`config.mk`:
```
export PLATFORM = sky130hd
export DESIGN_NAME = dtr_steer_decode
export DESIGN_NICKNAME = d
export VERILOG_FILES = /design/src/dtr_steer_decode.v /design/src/dtr_freq_meter.v
export VERILOG_INCLUDE_DIRS = /design/src
export SDC_FILE = /design/constraint.sdc
export NUM_CORES = 1
export LEC_CHECK = 0
export BUFFER_PORTS_ARGS = -buffer_cell sky130_fd_sc_hd__clkbuf_2
export CAP_MARGIN = 20
export CORE_MARGIN = 2
export CORE_UTILIZATION = 61
export CTS_BUF_LIST = sky130_fd_sc_hd__clkbuf_8 sky130_fd_sc_hd__clkbuf_16
export CTS_CLUSTER_DIAMETER = 30
export CTS_CLUSTER_SIZE = 12
export DETAILED_ROUTE_END_ITERATION = 10
export GPL_ROUTABILITY_DRIVEN = 1
export GPL_TIMING_DRIVEN = 0
export HOLD_SLACK_MARGIN = 0.1
export PLACE_DENSITY = 0.8
export SYNTH_ARGS = -nofsm -noshare
export SYNTH_HDL_FRONTEND = slang
export SYNTH_SLANG_ARGS = --single-unit
```
`constraint.sdc`:
```
create_clock -name clk -period 3 [get_ports clk]
set_input_delay 0.15 -clock clk [delete_from_list [all_inputs] [get_ports clk]]
set_output_delay 0.15 -clock clk [all_outputs]
set_load 0.005 [all_outputs]
```
`src/dtr_map.vh`:
```
// constants for the dual-tone receive steering block
// assumes a 250 MHz device clock and a byte-wide register port
`ifndef DTR_MAP_VH
`define DTR_MAP_VH

`define DTR_CLK_HZ        250000000
`define DTR_CLK_MHZ       250
`define DTR_LOW_FREQS     {32'd941, 32'd852, 32'd770, 32'd697}
`define DTR_HIGH_FREQS    {32'd1633, 32'd1477, 32'd1336, 32'd1209}
`define DTR_TOL_PPT       20
`define DTR_SETTLE_NS     40
`define DTR_SETTLE_CYC    ((`DTR_SETTLE_NS * `DTR_CLK_MHZ + 999) / 1000)

`define DTR_ADDR_W        3
`define DTR_DATA_W        8
`define DTR_OFF_RXDATA    3'h0
`define DTR_OFF_STATUS    3'h1
`define DTR_OFF_CONTROL   3'h2
`define DTR_OFF_EVSTAT    3'h3
`define DTR_OFF_EVCLEAR   3'h4
`define DTR_OFF_EVENABLE  3'h5

`define DTR_ST_IRQ_BIT    0
`define DTR_ST_EARLY_BIT  1
`define DTR_ST_DELAY_BIT  2
`define DTR_ST_STEER_BIT  3
`define DTR_CTL_IRQMODE   0
`define DTR_EV_NEWDATA    0
`define DTR_EV_EARLY      1
`define DTR_EV_W          2

`define DTR_CONTROL_RST   1'h0
`define DTR_EVENABLE_RST  2'h0
`define DTR_RXDATA_RST    4'h0

`endif

```
`src/dtr_steer_decode.v`:
```
// dual-tone receiver back end: pair check, early valid, steering, receive latch,
// delayed steering flag, open-drain interrupt and a small register port
// assumes limited comparator outputs and register strobes synchronous to clk;
// the steering level arrives from an outside threshold comparator and is resynchronised
//
// Contract
// - early valid goes high while a valid tone pair is seen and drops on any loss of it.
// - both tones are measured by counting and only the eight standard frequencies pass.
// - the registered pair is coded to four bits: 1-9 binary, 0 as 1010, star 1011, hash 1100, A-C 1101-1111, D 0000.
// - steering above threshold registers the pair; steering below frees the block for a new pair.
// - the guard output is high after registration while early valid stays high, a function of early valid and steering.
// - after a settling delay the delayed steering flag is set and shows in the status register.
// - in interrupt mode the open-drain interrupt is pulled low while the delayed steering flag is set.
// - the receive latch loads only on the active transition of delayed steering and otherwise holds.
// - a host read of the receive data register returns the latched code on the data lines.
// - short bursts are rejected and short dropouts tolerated without disturbing the latched data.
// - reading the status register clears the delayed steering status bit.
// - reading the status register releases the interrupt output.
`timescale 1ns/1ps
`default_nettype none
`include "dtr_map.vh"
module dtr_steer_decode #(
  parameter         CLK_HZ     = `DTR_CLK_HZ,
  parameter [127:0] LOW_FREQS  = `DTR_LOW_FREQS,
  parameter [127:0] HIGH_FREQS = `DTR_HIGH_FREQS,
  parameter         TOL_PPT    = `DTR_TOL_PPT,
  parameter         SETTLE_CYC = `DTR_SETTLE_CYC
) (
  input  wire                   clk,
  input  wire                   reset_n,
  input  wire                   lowToneIn,
  input  wire                   highToneIn,
  input  wire                   steerIn,
  output reg                    guardOut,
  output reg                    guardOe_n,
  output reg                    earlyPairValid,
  output reg                    irqOut,
  output reg                    irqOe_n,
  output reg                    eventIrq,
  input  wire [`DTR_ADDR_W-1:0] regAddr,
  input  wire [`DTR_DATA_W-1:0] regWdata,
  input  wire                   regWr,
  input  wire                   regRd,
  output reg  [`DTR_DATA_W-1:0] regRdata
);
  localparam [2:0] ST_FREE   = 3'b001;
  localparam [2:0] ST_SETTLE = 3'b010;
  localparam [2:0] ST_HELD   = 3'b100;
  localparam [7:0] SETTLE_W  = SETTLE_CYC[7:0];

  wire       lowValid;
  wire       highValid;
  wire [1:0] lowIdx;
  wire [1:0] highIdx;

  dtr_freq_meter #(
    .CLK_HZ  (CLK_HZ),
    .FREQS   (LOW_FREQS),
    .TOL_PPT (TOL_PPT),
    .CNT_W   (20)
  ) uLowMeter (
    .clk       (clk),
    .reset_n   (reset_n),
    .toneIn    (lowToneIn),
    .bandValid (lowValid),
    .bandIdx   (lowIdx)
  );

  dtr_freq_meter #(
    .CLK_HZ  (CLK_HZ),
    .FREQS   (HIGH_FREQS),
    .TOL_PPT (TOL_PPT),
    .CNT_W   (20)
  ) uHighMeter (
    .clk       (clk),
    .reset_n   (reset_n),
    .toneIn    (highToneIn),
    .bandValid (highValid),
    .bandIdx   (highIdx)
  );

  // row index lo and column index hi to the four-bit key code
  function [3:0] pairCode;
    input [1:0] lo;
    input [1:0] hi;
    begin
      if (hi == 2'h3) begin
        pairCode = (lo == 2'h3) ? 4'h0 : (4'hd + {2'h0, lo});
      end else if (lo == 2'h3) begin
        pairCode = (hi == 2'h0) ? 4'hb : (hi == 2'h1) ? 4'ha : 4'hc;
      end else begin
        pairCode = {2'h0, lo} + {2'h0, lo} + {2'h0, lo} + {2'h0, hi} + 4'h1;
      end
    end
  endfunction

  reg [2:0]             state_reg;
  reg [2:0]             state_next;
  reg [7:0]             settleCnt_reg;
  reg                   steerMeta_reg;
  reg                   steerSync_reg;
  reg                   steerSyncD_reg;
  reg [3:0]             pendCode_reg;
  reg [3:0]             rxData_reg;
  reg                   delaySteer_reg;
  reg                   delayFlag_reg;
  reg                   ctlIrqMode_reg;
  reg [`DTR_EV_W-1:0]   evStat_reg;
  reg [`DTR_EV_W-1:0]   evEnable_reg;
  reg                   earlyD_reg;

  wire earlyNext  = lowValid & highValid;
  wire steerRise  = steerSync_reg & ~steerSyncD_reg;
  wire settleDone = (state_reg == ST_SETTLE) && (settleCnt_reg == SETTLE_W);
  // delayed steering level stays low through settling, so this marks its active transition
  wire dsRise     = settleDone & ~delaySteer_reg;
  wire statusRd   = regRd && (regAddr == `DTR_OFF_STATUS);
  wire evClrWr    = regWr && (regAddr == `DTR_OFF_EVCLEAR);
  wire [`DTR_EV_W-1:0] evSet;
  assign evSet[`DTR_EV_NEWDATA] = dsRise;
  assign evSet[`DTR_EV_EARLY]   = earlyNext & ~earlyD_reg;

  // first stage feeds only the second
  always @(posedge clk or negedge reset_n) begin
    if (!reset_n) begin
      steerMeta_reg  <= 1'b0;
      steerSync_reg  <= 1'b0;
      steerSyncD_reg <= 1'b0;
    end else begin
      steerMeta_reg  <= steerIn;
      steerSync_reg  <= steerMeta_reg;
      steerSyncD_reg <= steerSync_reg;
    end
  end

  // the outside RC network does the duration checks; the sequence only follows its level,
  // so a burst that never lifts steering, or a dropout that never drops it, changes nothing
  always @* begin
    state_next = state_reg;
    case (state_reg)
      ST_FREE: begin
        if (steerRise && earlyPairValid) begin
          state_next = ST_SETTLE;
        end
      end
      ST_SETTLE: begin
        if (settleDone) begin
          state_next = ST_HELD;
        end
      end
      ST_HELD: begin
        if (!steerSync_reg) begin
          state_next = ST_FREE;
        end
      end
      default: begin
        state_next = ST_FREE;
      end
    endcase
  end

  always @(posedge clk or negedge reset_n) begin
    if (!reset_n) begin
      state_reg      <= ST_FREE;
      settleCnt_reg  <= 8'h00;
      pendCode_reg   <= `DTR_RXDATA_RST;
      rxData_reg     <= `DTR_RXDATA_RST;
      delaySteer_reg <= 1'b0;
      earlyPairValid <= 1'b0;
      earlyD_reg     <= 1'b0;
      guardOut       <= 1'b0;
      guardOe_n      <= 1'b1;
    end else begin
      state_reg      <= state_next;
      earlyPairValid <= earlyNext;
      earlyD_reg     <= earlyNext;
      // guard drives the RC high only while the pair holds and steering is up
      guardOut       <= earlyNext & steerSync_reg;
      guardOe_n      <= 1'b0;
      if (state_reg == ST_FREE && state_next == ST_SETTLE) begin
        pendCode_reg <= pairCode(lowIdx, highIdx);
      end
      if (state_reg == ST_SETTLE) begin
        settleCnt_reg <= settleCnt_reg + 8'h01;
      end else begin
        settleCnt_reg <= 8'h00;
      end
      if (dsRise) begin
        rxData_reg <= pendCode_reg;
      end
      delaySteer_reg <= (state_next == ST_HELD);
    end
  end

  // set wins over a status read in the same cycle so no new pair is lost
  always @(posedge clk or negedge reset_n) begin
    if (!reset_n) begin
      delayFlag_reg <= 1'b0;
      evStat_reg    <= {`DTR_EV_W{1'b0}};
    end else begin
      if (dsRise) begin
        delayFlag_reg <= 1'b1;
      end else if (statusRd) begin
        delayFlag_reg <= 1'b0;
      end
      evStat_reg <= (evStat_reg & ~(evClrWr ? regWdata[`DTR_EV_W-1:0] : {`DTR_EV_W{1'b0}}))
                    | evSet;
    end
  end

  // open-drain pin: the pad is pulled low only while enabled, never driven high
  always @(posedge clk or negedge reset_n) begin
    if (!reset_n) begin
      irqOut   <= 1'b0;
      irqOe_n  <= 1'b1;
      eventIrq <= 1'b0;
    end else begin
      irqOut   <= 1'b0;
      // a status read that meets a new registration keeps the pin low, so no pair slips past
      irqOe_n  <= ~(ctlIrqMode_reg & (delayFlag_reg | dsRise) & ~(statusRd & ~dsRise));
      eventIrq <= |(((evStat_reg & ~(evClrWr ? regWdata[`DTR_EV_W-1:0] : {`DTR_EV_W{1'b0}}))
                    | evSet) & evEnable_reg);
    end
  end

  always @(posedge clk or negedge reset_n) begin
    if (!reset_n) begin
      ctlIrqMode_reg <= `DTR_CONTROL_RST;
      evEnable_reg   <= `DTR_EVENABLE_RST;
    end else if (regWr) begin
      if (regAddr == `DTR_OFF_CONTROL) begin
        ctlIrqMode_reg <= regWdata[`DTR_CTL_IRQMODE];
      end else if (regAddr == `DTR_OFF_EVENABLE) begin
        evEnable_reg <= regWdata[`DTR_EV_W-1:0];
      end
    end
  end

  // read data stands only in the cycle after the strobe; unmapped offsets read zero
  always @(posedge clk or negedge reset_n) begin
    if (!reset_n) begin
      regRdata <= {`DTR_DATA_W{1'b0}};
    end else if (regRd) begin
      if (regAddr == `DTR_OFF_RXDATA) begin
        regRdata <= {4'h0, rxData_reg};
      end else if (regAddr == `DTR_OFF_STATUS) begin
        regRdata <= {4'h0, steerSync_reg, delayFlag_reg, earlyPairValid, ~irqOe_n};
      end else if (regAddr == `DTR_OFF_CONTROL) begin
        regRdata <= {7'h00, ctlIrqMode_reg};
      end else if (regAddr == `DTR_OFF_EVSTAT) begin
        regRdata <= {6'h00, evStat_reg};
      end else if (regAddr == `DTR_OFF_EVENABLE) begin
        regRdata <= {6'h00, evEnable_reg};
      end else begin
        regRdata <= {`DTR_DATA_W{1'b0}};
      end
    end else begin
      regRdata <= {`DTR_DATA_W{1'b0}};
    end
  end
endmodule // dtr_steer_decode
`default_nettype wire

```
`src/dtr_freq_meter.v`:
```
// period meter for one limited tone comparator output, sorting it into one of four bands
// assumes the comparator output is synchronous to clk
`timescale 1ns/1ps
`default_nettype none
`include "dtr_map.vh"
module dtr_freq_meter #(
  parameter         CLK_HZ  = `DTR_CLK_HZ,
  parameter [127:0] FREQS   = `DTR_LOW_FREQS,
  parameter         TOL_PPT = `DTR_TOL_PPT,
  parameter         CNT_W   = 20
) (
  input  wire       clk,
  input  wire       reset_n,
  input  wire       toneIn,
  output reg        bandValid,
  output reg  [1:0] bandIdx
);
  // longest legal period is that of the lowest band; twice it means the tone is gone
  localparam integer TMO = (CLK_HZ / FREQS[31:0]) * 2;
  wire [CNT_W-1:0] tmoCnt = TMO[CNT_W-1:0];

  reg              toneD_reg;
  reg  [CNT_W-1:0] cnt_reg;
  reg              prevHit_reg;
  reg  [1:0]       prevIdx_reg;
  wire [3:0]       match;
  wire             rise = toneIn & ~toneD_reg;

  genvar g;
  generate
    for (g = 0; g < 4; g = g + 1) begin : gBand
      localparam integer PER = CLK_HZ / FREQS[32*g +: 32];
      localparam integer LO  = PER - (PER * TOL_PPT) / 1000;
      localparam integer HI  = PER + (PER * TOL_PPT) / 1000;
      wire [CNT_W-1:0] loCnt = LO[CNT_W-1:0];
      wire [CNT_W-1:0] hiCnt = HI[CNT_W-1:0];
      assign match[g] = (cnt_reg >= loCnt) && (cnt_reg <= hiCnt);
    end
  endgenerate

  wire       hit    = |match;
  wire [1:0] hitIdx = match[3] ? 2'h3 : match[2] ? 2'h2 : match[1] ? 2'h1 : 2'h0;

  always @(posedge clk or negedge reset_n) begin
    if (!reset_n) begin
      toneD_reg   <= 1'b0;
      cnt_reg     <= {CNT_W{1'b0}};
      prevHit_reg <= 1'b0;
      prevIdx_reg <= 2'h0;
      bandValid   <= 1'b0;
      bandIdx     <= 2'h0;
    end else begin
      toneD_reg <= toneIn;
      if (rise) begin
        cnt_reg     <= {{(CNT_W-1){1'b0}}, 1'b1};
        prevHit_reg <= hit;
        prevIdx_reg <= hitIdx;
        // two matching periods in a row before the band counts, against stray edges
        if (hit && prevHit_reg && (hitIdx == prevIdx_reg)) begin
          bandValid <= 1'b1;
          bandIdx   <= hitIdx;
        end else begin
          bandValid <= 1'b0;
        end
      end else if (cnt_reg >= tmoCnt) begin
        prevHit_reg <= 1'b0;
        bandValid   <= 1'b0;
      end else begin
        cnt_reg <= cnt_reg + {{(CNT_W-1){1'b0}}, 1'b1};
      end
    end
  end
endmodule // dtr_freq_meter
`default_nettype wire

```
==> flow_results.org, run 1 <==
** Worst setup path
- For the worst setup path, the data required time is 3260 ps.
- The number of cells on the worst reg-to-reg path is 10.
- CP startpoint kind :: flop
- Setup slack of the worst register-to-register path :: 130 ps
- Walking the worst path, the cells encountered are clkbuf_1, a2111oi_0, o21ai_0, a21o_1, a21oi_1, nand2b_1, clkbuf_4, nand4_1, xor2_1, nor2_1.
- The setup path with the least slack is of type flop to flop.
- Biggest cell delay along the critical path :: 460 ps
- Crit path arrival time :: 3130 ps
- Top fanout value on the critical path :: 10
- On the critical path, the stage with the largest delay is an instance of sky130_fd_sc_hd__a2111oi_0.
- The worst setup path is captured at a flop.

** Floorplan
- Total core area :: 0.00872 mm²
- Die Footprint :: 0.00972 mm²
- In this run the core area contains 34 standard-cell rows.
- The initial utilization of the core area, before any placement, comes to 62.6%.
- For this design the top-level I/O count stands at 32.
- From bottom edge to top edge, the die measures 98.6 µm.
- Horizontal die dimension :: 98.6 µm

** Drt
- Via count of the routed design :: 4,625
- Number of vias per cell after detailed routing :: 6.05
- 1st-iter DRT viols :: 440
- Final routed DRC violation total :: 0
- After detailed routing, the average wire length per cell comes to 15.4 µm.
- Aggregate routed wire length :: 11,800 µm
- Detail Route Antenna Nets :: 0
- Initial DRT Pass Iterations :: 5

** Yosys
- After synthesis, the most frequently instantiated cells are sky130_fd_sc_hd__dfrtp_1, sky130_fd_sc_hd__nor2_1, sky130_fd_sc_hd__nand2_1, sky130_fd_sc_hd__clkbuf_1, sky130_fd_sc_hd__o21ai_0.
- By area the synthesized netlist is led by sky130_fd_sc_hd__dfrtp_1, sky130_fd_sc_hd__nor2_1, sky130_fd_sc_hd__xor2_1.
- Cell type contributing the most total cell area after synthesis :: sky130_fd_sc_hd__dfrtp_1
- Ys Warns :: 0
- Most repeated cell in the gate-level netlist after synthesis :: sky130_fd_sc_hd__dfrtp_1
- Total of flip-flops plus latches after synthesis :: 92
- Syn avg cell area :: 8.98 µm²
- In this run, synthesis inferred 0 flip-flops with an integrated enable.
- Distinct cell type count after synthesis :: 72
- The share of synthesized area in the top cell type comes to 40.8%.
- Async set-or-reset flop fraction in the synthesized netlist :: 100%
- After synthesis, flip-flops and latches occupy 42.2% of the total area.
- The mapped netlist covers 0.00546 mm².
- Main synth FF type :: sky130_fd_sc_hd__dfrtp_1
- Count of mapped cells out of synthesis :: 608

** Hold path
- Min-Delay Path Depth :: 4
- Hold/Removal Path Class :: input port to flop

** Final layout
- The multi-input combinational cells in the finished layout cover a total of 0.00289 mm².
- The filler cells instantiated in the layout total 712.
- Area growth from synthesis to final layout :: 10.3%
- 0 antenna diodes ended up in the layout.
- FF+latch area :: 0.00231 mm²
- Post-layout nets :: 683
- Layout cell share with drive strength beyond 1 :: 10.2%

** Power and ir drop
- Flop pwr share :: 50.2%
- Across the VDD grid, the largest voltage drop is 0.278 mV.
- Total internal power :: 1.88 mW
- Net switching is 30.6% of the power.
- Sum of internal, switching and leakage power :: 2.71 mW
- Leakage power of the design :: 2.67 nW
- Net switching power of the design :: 829 µW
- Pwr dens :: 450 mW/mm²
- Of the total power, combinational logic draws 16.6%.
- The share of total power dissipated in the clock network is 33.2%.

** Timing
- The total count of max-transition violations in the final report is 0.
- Final worst path period share :: 95.7%
- The worst pin sits at a relative slew slack of 49.7%.
- At the pin with the least slew margin, the transition time is 753 ps.
- Setup repair after global routing left no endpoint under its margin.
- Fmax :: 348 MHz
- Final setup violation count :: 0
- The clock arrives with 21.7 ps of skew.
- Final total negative setup slack :: 0 ps
- Count of final hold-check violations :: 0
- Minimum clock period :: 2870 ps

** Global routing
- Antenna violations before repair :: 0
- The number of global-route vias before repair came to 4,313.
- The first global-routing pass estimated 20,000 µm of wire.
- For this run, the total global-route usage over all layers was measured as 25.2%.
- Pin count of the biggest net entering global routing :: 51
- Aggregate global routing overflow :: 0

** Run
- Max-cap violations in this run came to 0.

** Clock tree
- The number of clock buffers added by TritonCTS is 9.
- Cell chosen for the clock root :: sky130_fd_sc_hd__clkbuf_8
- CTS H-tree lvls :: 3
- The clock drives 92 sinks.
- Clock Latency Late Sink :: 370 ps
- Once the clock tree was built, the setup fixing pass inserted 0 buffers.
- Clock transition at the registers of the reported paths :: 110 ps
- Clock Tree Buf Depth :: 2
- CTS tree :: built

** Place
- Half-perimeter wire length after detailed placement :: 8470 µm
- GP Congestion :: 0.968
- IO buf count :: 19

** Status
- Outcome :: finished, final reports clean
power by group through the flow:
stage               logic, mW  clock network (mW)  registers [mW]
floorplan               0.313                   0            1.37
global placement        0.421                   0            1.38
detailed placement      0.438                   0            1.39
CTS                     0.449               0.917            1.36
global route            0.509               0.981            1.37
finish                  0.450               0.900            1.36
area by class of cell:
cell class                 count  share of cell area (%)
multi-input combinational    455                    48.0
tap                          108                    2.24
inverter                      20                    1.25
clock buffer                   9                    2.06
timing repair buffer          27                    3.12
clock inverter                 7                    1.54
sequential                    92                    38.3
buffer                        46                    3.53
path summary, 6_finish.rpt:
check | start | end
max in group asynchronous | reset_n | guardOe_n
max reg2reg | uLowMeter.cnt_reg[7] | uLowMeter.cnt_reg[7]
min | regAddr[2] | regRdata[1]
max | uLowMeter.cnt_reg[7] | uLowMeter.cnt_reg[7]
min reg2reg | steerMeta_reg | steerSync_reg
min in group asynchronous | reset_n | uLowMeter.cnt_reg[13]
timing repair:
item | CTS | global route
hold endpoints to repair | 58 | 0
setup endpoints to repair | 0 | 9
hold buffers | 7 | 0
gates resized for setup | 0 | 2
placed cells by master, fill, tap and decap left out, drive strengths merged, types with 6 or more instances in the layout:
| cell | count |
|---|---|
| nand2 | 58 |
| a31oi | 12 |
| conb | 6 |
| nand3 | 25 |
| xnor2 | 16 |
| nor3 | 9 |
| dlygate4sd3 | 7 |
| a21oi | 26 |
| nand2b | 7 |
| xor2 | 28 |
| inv | 24 |
| ha | 12 |
| o211ai | 7 |
| nand4 | 17 |
| mux2 | 8 |
| nor2b | 7 |
| dfrtp | 89 |
| and3 | 18 |
| buf | 12 |
| nor4 | 8 |
| a211oi | 8 |
| o21ai | 29 |
| nor2 | 72 |
| clkbuf | 63 |
per-layer routing:
layer	up-vias	global-route usage, %	wire (µm)
met4	0	10.5	310
li1	2233	-	-
met3	32	4.89	711
met2	176	37.7	5320
met1	2184	36.2	5420
met5	-	0	0
logic make-up after synthesis:
| group | count (synthesis) | share of synthesized area (%) |
|---|---|---|
| and+or+nand+nor | 258 | 24.5 |
| AOI/OAI and AO/OA | 122 | 15.3 |
| DFF | 92 | 42.2 |
| buffers and inverters | 66 | 5.22 |
| xor gates and xnor gates | 44 | 7.06 |
| adders and majority gates | 14 | 3.48 |
| muxes | 11 | 2.20 |
| other | 1 | 0.0687 |
worst max-delay path: cells and delay by family, from the launching register on:
family                    cells  cell delay [ps]
AOI/OAI and AO/OA             4             1100
buffers and inverters         2              550
DFF                           1              420
and+or+nand+nor               3              490
xor gates and xnor gates      1              180
stage by stage:
step / cells / setup WS, ps / hold WS (ps) / instance area (µm²) / util, %
global placement: 740 / 296 / 260 / 5710 / 65.5
finish: 764 / 130 / 160 / 6020 / 69.1
CTS: 764 / 126 / 145 / 6020 / 69.0
detailed placement: 741 / 140 / 264 / 5730 / 65.7
floorplan: 613 / 648 / -146 / 5480 / -
global route: 764 / 11.2 / 166 / 6020 / 69.1
No activity file was read; power rests on OpenSTA's default activity.
==> run 2, diff against run 1 <==
Settings changed: RECOVER_POWER from default to 25.
==> run 2 against run 1 <==
Utilization down 0.057 points. Design area is essentially flat. Combinational power about the same. Total power about the same. Largest cell class unchanged. Highest routed layer unchanged.
==> flow_results.org, run 2 (synthesis gave the netlist of run 1 again) <==
** Status
- The run finished with clean final reports.

** Clock tree
- Clock-pin slew was measured on the worst setup and hold paths at 110 ps.
- Clock Tree Buf Depth :: 2
- CTS tree :: built
- After clock tree synthesis, the setup repair step added 0 buffers.
- The clock tree synthesis step divided the H-tree into 3 levels.
- Buffers inserted during clock tree synthesis total 9.
- Cell chosen for the clock root :: sky130_fd_sc_hd__clkbuf_8
- Clock tree sinks :: 92
- Clock Latency Late Sink :: 370 ps

** Power and ir drop
- Clk pwr share :: 33.2%
- Net switching power of the design :: 829 µW
- Pwr dens :: 451 mW/mm²
- The internal portion of the total power is 1.88 mW.
- Flop pwr share :: 50.2%
- Across the VDD grid, the largest voltage drop is 0.278 mV.
- The share of total power dissipated in combinational logic is 16.6%.
- Switching share of power :: 30.6%
- Leakage power of the design :: 2.66 nW
- Sum of internal, switching and leakage power :: 2.71 mW

** Hold path
- The worst hold path passes through 4 cells.
- Hold/Removal Path Class :: input port to flop

** Worst setup path
- Crit path arrival time :: 3130 ps
- The worst setup path is launched from a flop.
- Along the worst path, the maximum fanout reaches 10.
- CP max stage cell :: sky130_fd_sc_hd__a2111oi_0
- The setup path with the least slack is of type flop to flop.
- Worst Reg2Reg Path Length in Cells :: 10
- In this design, the stage delay of the slowest critical-path cell is 460 ps.
- The worst setup path is captured at a flop.
- The critical path goes through clkbuf_1, a2111oi_0, o21ai_0, a21o_1, a21oi_1, nand2b_1, clkbuf_4, nand4_1, xor2_1, nor2_1.
- Data on the critical path is required at its endpoint by 3260 ps.

** Global routing
- GRT Resource Usage Total :: 25.2%
- Entering global routing, the biggest net connects 51 pins.
- Aggregate global routing overflow :: 0
- The number of global-route vias before repair came to 4,313.
- The first global-routing pass estimated 20,000 µm of wire.
- Antenna violations before repair :: 0

** Final layout
- Area growth from synthesis to final layout :: 10.2%
- The final layout contains 683 nets.
- Final design instance area without fill :: 0.00602 mm²
- Leading cell type in the layout, fill and taps excluded :: sky130_fd_sc_hd__dfrtp_1
- After filler insertion, the fill cell instance count of the layout stands at 713.
- The number of antenna diodes in the final layout is 0.
- Commonest non-fill, non-tap cells in the layout :: sky130_fd_sc_hd__dfrtp_1, sky130_fd_sc_hd__nor2_1, sky130_fd_sc_hd__nand2_1, sky130_fd_sc_hd__clkbuf_1, sky130_fd_sc_hd__o21ai_0
- Layout cell share with drive strength beyond 1 :: 9.91%

** Timing
- Transition at the pin with the smallest max-transition slack :: 1260 ps
- Worst hold slack after final layout :: 160 ps
- Count of final max-slew check failures :: 0
- For the final routed database, the setup TNS stands at 0 ps.
- Layout Skew :: 21.7 ps
- Slew margin rel. :: 16.2%
- RSZ-0062 raised after global routing :: no
- Final worst path period share :: 95.7%
- The final count of hold timing violations is 0.
- The routed design could run at a clock period as short as 2870 ps.
- Fmax :: 348 MHz
- Final setup violation count :: 0

** Drt
- Via count of the routed design :: 4,624
- After the first detailed-routing iteration, the DRC count stood at 440.
- After detailed routing, the number of vias per cell comes to 6.05.
- After detailed routing, the total wire length is 11,800 µm.
- In the routed design, unresolved DRC markers number 0.
- The first detailed-routing pass ran for 5 iterations.
- In this run the remaining antenna-violating nets after routing total 0.
- Average routed wire per standard cell :: 15.4 µm

** Place
- Routability-driven placement finished with a final weighted congestion of 0.968.
- Input and output buffers added on the ports amount to 19.
- Half-perimeter wire length after detailed placement :: 8470 µm
- Summing all placed instances gives a cell area of 0.00573 mm².

** Floorplan
- Initial Utilization :: 62.6%
- Vert. Die Dim :: 98.6 µm
- Total core area :: 0.00872 mm²
- Horizontal die dimension :: 98.6 µm
- Row generation in the floorplan step produced 34 rows.
- The die covers 0.00972 mm².
- In this run the count of I/O pins placed on the die edge is 32.

** Run
- Max_cap viols :: 0
-- run 2: cell counts in the layout (fill, tap and decap cells not counted) --
Identical to the previous run, type by type.
-- run 2: layout make-up --
type                       count  area [µm²]  share of cell area [%]
inverter                      20        75.1                    1.25
tap                          108         135                    2.25
clock buffer                   9         124                    2.06
clock inverter                 7        92.6                    1.54
timing repair buffer          27         183                    3.04
buffer                        46         213                    3.54
multi-input combinational    455        2890                    48.0
sequential                    92        2310                    38.3
-- run 2: routing by layer --
layer	global-route usage (%)	up-vias	wire [µm]	part of all wire, %
met4	10.5	0	310	2.6
met5	0	-	0	0
met3	4.89	32	711	6.0
met2	37.7	176	5320	45
li1	-	2233	-	-
met1	36.2	2183	5420	46
-- run 2: through the flow --
stage                     setup WS (ps)  instances  utilization [%]
after floorplan                     648        613                -
after global placement              296        740             65.5
after detailed placement            140        741             65.7
after CTS                           126        764             69.0
after global routing               11.2        764             69.0
final                               129        764             69.0
-- run 2: worst max-delay path: cells and delay by family (launching register included) --
family                 cells  cell delay (ps)
AND/OR/NAND/NOR            3              500
buffers and inverters      2              550
XOR/XNOR                   1              180
AO/OA/AOI/OAI              4             1100
flip-flops                 1              430
-- run 2: final timing paths --
| check | from | to | slack [ps] |
|---|---|---|---|
| min in group asynchronous | reset_n | uLowMeter.cnt_reg[13] | 570 |
| setup / recovery | uLowMeter.cnt_reg[7] | uLowMeter.cnt_reg[7] | 130 |
| hold / removal | regAddr[2] | regRdata[1] | 160 |
| hold reg to reg | steerMeta_reg | steerSync_reg | 360 |
| max in group asynchronous | reset_n | guardOe_n | 1540 |
| setup reg to reg | uLowMeter.cnt_reg[7] | uLowMeter.cnt_reg[7] | 130 |
-- run 2: repair_timing --
| item | in CTS | in global routing |
|---|---|---|
| hold buffers | 7 | 0 |
| gates resized for setup | 0 | 2 |
| hold endpoints to repair | 58 | 0 |
| setup endpoints to repair | 0 | 9 |
-- run 2: power groups by stage --
stage / registers, mW / logic, mW / clock network [mW]
floorplan: 1.37 / 0.313 / 0
global placement: 1.38 / 0.421 / 0
detailed placement: 1.39 / 0.438 / 0
CTS: 1.36 / 0.449 / 0.917
global route: 1.37 / 0.508 / 0.981
finish: 1.36 / 0.449 / 0.900
==> run 3, diff against run 2 <==
Settings changed: CORE_UTILIZATION 61 to 56, PLACE_DENSITY 0.8 to 0.77.
Clock period 3 ns to 2.6 ns, I/O delays scaled along.
==> run 3 against run 2 <==
Sequential power grew 15%. Count of clock-buffer cells in the layout grew 1. Design area grew 3.0%. Critical path type unchanged.
==> flow_results.org, run 3 (synthesis gave the netlist of run 1 again) <==
** Status
- The run finished with clean final reports.

** Drt
- Dividing the detail-routed wire length by the instance count gives 15.2 µm.
- 1st-iter DRT viols :: 414
- The count of nets left with antenna violations once routing finished came out at 0.
- The routed layout has 4,662 vias.
- Aggregate routed wire length :: 12,100 µm
- Number of vias per cell after detailed routing :: 5.89
- After detailed routing, the number of remaining DRC violations is 0.
- Initial DRT Pass Iterations :: 5

** Place
- Half-perimeter wire length after detailed placement :: 8590 µm
- At the end of routability-driven placement, the weighted congestion stood at 0.919.
- DP Area :: 0.00577 mm²
- OpenSTA, run right after detailed placement, puts the worst setup slack at -209 ps.
- The number of placed instances, taps included, is 766.
- Buffers placed on the I/O ports in this run total 19.

** Worst setup path
- Biggest cell delay along the critical path :: 400 ps
- Most frequent CP cell :: sky130_fd_sc_hd__buf_6
- CP startpoint kind :: flop
- Category of the critical setup timing path :: flop to flop
- Critical-path cell list :: buf_6, and3_1, buf_6, a31o_1, a311oi_4, nor4b_4, and2b_2, nand4_1, xor2_1, nor2_1
- Reg2Reg Launch Point :: uHighMeter.cnt_reg[4]
- The largest individual stage delay along the critical path comes from the cell sky130_fd_sc_hd__nor4b_4.
- Data arrives at the worst endpoint at 2800 ps.
- Counting cells, the worst reg-to-reg path comes to 10.
- Top fanout value on the critical path :: 9
- The endpoint identified for the worst register-to-register timing path is uHighMeter.cnt_reg[17].
- Worst Path Required :: 2840 ps
- The setup check on the worst reg-to-reg path leaves a slack of 40 ps.
- Setup crit end kind :: flop

** Timing
- For the final database, setup skew stands at 8.02 ps.
- Dividing the final minimum period by the clock period gives 98.6%.
- Headroom to the max-slew limit came out at 27.7%.
- Minimum clock period :: 2560 ps
- The final count of hold timing violations was 0.
- Transition at the pin with the smallest max-transition slack :: 1080 ps
- Setup violations remaining at the end of the flow were counted as 0.
- In the post-route analysis, the smallest setup slack over all paths is 36.6 ps.
- Count of final max-slew check failures :: 0
- RSZ-0062 raised after global routing :: yes
- Derived from the worst setup path, the maximum achievable clock frequency is 390 MHz.
- Hold timing on the final database bottoms out at a slack of 139 ps.

** Clock tree
- CTS buffer count :: 9
- After clock tree synthesis, the clock-pin slew on the worst setup and hold paths is 90 ps.
- Cell chosen for the clock root :: sky130_fd_sc_hd__clkbuf_8
- The H-tree was split into 3 levels.
- Clock Tree Buf Depth :: 2
- CTS tree :: built
- Clock tree sinks :: 92
- Clock Latency Late Sink :: 360 ps

** Power and ir drop
- Leakage power of the design :: 2.72 nW
- The share of total power dissipated in sequential elements is 50.7%.
- Per report_power, the combinational group accounts for 16.8% of the total.
- For this design the ratio of total power to cell area is 501 mW/mm².
- Worst VDD drop :: 0.346 mV
- Total internal power :: 2.18 mW
- Net switching power of the design :: 922 µW
- Net switching is 29.7% of the power.
- Clk pwr share :: 32.4%

** Final layout
- Layout cell share with drive strength beyond 1 :: 14.1%
- Post-layout nets :: 685
- Once layout is complete, the utilization of the core stands at 64.3%.
- Relative to the synthesized area, the layout overhead comes to 13.5%.
- The library cell used most frequently in the layout, excluding fill and tap cells, is sky130_fd_sc_hd__dfrtp_1.
- Final std cells w/o fill :: 791
- Number of antenna diodes :: 0
- Final design instance area without fill :: 0.00620 mm²
- Fillcell total :: 838
- The library cells used most frequently in the layout, excluding fill and tap cells, are sky130_fd_sc_hd__dfrtp_1, sky130_fd_sc_hd__nor2_1, sky130_fd_sc_hd__nand2_1, sky130_fd_sc_hd__clkbuf_1, sky130_fd_sc_hd__xor2_1.

** Global routing
- The number of global-route vias before repair is 4,326.
- Antenna violations before repair :: 0
- Pin count of the biggest net entering global routing :: 51
- GRT Resource Usage Total :: 23.8%
- Aggregate global routing overflow :: 0
- The first global-routing pass estimated 20,100 µm of wire.

** Hold path
- Worst Hold Launch :: regAddr[2]
- The worst hold path terminates at regRdata[1].
- The worst hold path belongs to the class input port to flop.
- Counting instances, the worst hold path has a depth of 4.

** Floorplan
- During I/O placement, the number of pins put on the boundary was 32.
- The total area inside the core boundary comes to 0.00964 mm².
- Once the floorplan was initialized, standard cells occupied 56.6% of the core.
- In this run the vertical extent of the chip is 103 µm.
- The die is 103 µm wide.
- Core Rows :: 36
- The die covers 0.0106 mm².

** Run
- Max-cap violations in this run came to 0.
run 3: cell types whose count changed in the layout (fill, tap and decap cells not counted), moves of 3 or more:
cell | before | now
sky130_fd_sc_hd__buf_4 | 5 | 11
sky130_fd_sc_hd__clkbuf_1 | 36 | 28
sky130_fd_sc_hd__clkbuf_2 | 17 | 23
sky130_fd_sc_hd__dfrtp_1 | 89 | 86
sky130_fd_sc_hd__dfrtp_2 | 0 | 3
run 3: stage by stage:
step / TNS (ps) / power [mW]
global route: -109 / 3.28
detailed placement: -1430 / 2.11
floorplan: 0 / 1.95
CTS: 0 / 3.13
finish: 0 / 3.10
global placement: -1700 / 2.09
run 3: power groups by stage:
stage               clock network [mW]  registers (mW)  logic, mW
floorplan                            0            1.58      0.362
global placement                     0            1.60      0.490
detailed placement                   0            1.60      0.509
CTS                               1.03            1.57      0.521
global route                      1.10            1.59      0.597
finish                            1.01            1.57      0.522
run 3: routing by layer:
layer	wire length, µm	vias to the layer above	GRT usage, %
met1	5510	2256	33.7
met5	0	-	0
li1	-	2232	-
met2	5710	157	38.3
met3	662	17	2.44
met4	178	0	8.30
run 3: worst max-delay path: cells and delay by family, from the launching register on:
family | cells | cell delay (ps)
compound gates | 2 | 600
buf+inv | 2 | 270
flops | 1 | 380
xor+xnor | 1 | 190
simple gates | 5 | 1010
run 3: repair_timing:
action                                 4_1_cts  5_1_grt
buffers inserted                             2        3
resized for setup                            6       38
setup endpoints to repair                   18       22
endpoints found under the hold margin       51        0
hold buffers                                 7        0
pin swaps                                    1        2
run 3: worst max-delay path by stage:
stage / start / to / slack, ps
after detailed placement: uHighMeter.cnt_reg[13] / uHighMeter.cnt_reg[17] / -210
after floorplan: uHighMeter.cnt_reg[4] / uHighMeter.cnt_reg[17] / 250
after global routing: uHighMeter.cnt_reg[13] / uHighMeter.cnt_reg[17] / -110
after global placement: uHighMeter.cnt_reg[13] / uHighMeter.cnt_reg[17] / -210
final: uHighMeter.cnt_reg[4] / uHighMeter.cnt_reg[17] / 40
after CTS: uHighMeter.cnt_reg[5] / uHighMeter.bandValid / 5
run 3: final cells by class:
| class | count | area [µm²] | share of cell area, % |
|---|---|---|---|
| Buffer | 43 | 211 | 3.41 |
| Multi-Input combinational cell | 455 | 3000 | 48.4 |
| Timing Repair Buffer | 32 | 225 | 3.63 |
| Sequential cell | 92 | 2310 | 37.3 |
| Tap cell | 133 | 166 | 2.68 |
| Clock inverter | 6 | 71.3 | 1.15 |
| Inverter | 20 | 75.1 | 1.21 |
| Clock buffer | 10 | 138 | 2.22 |
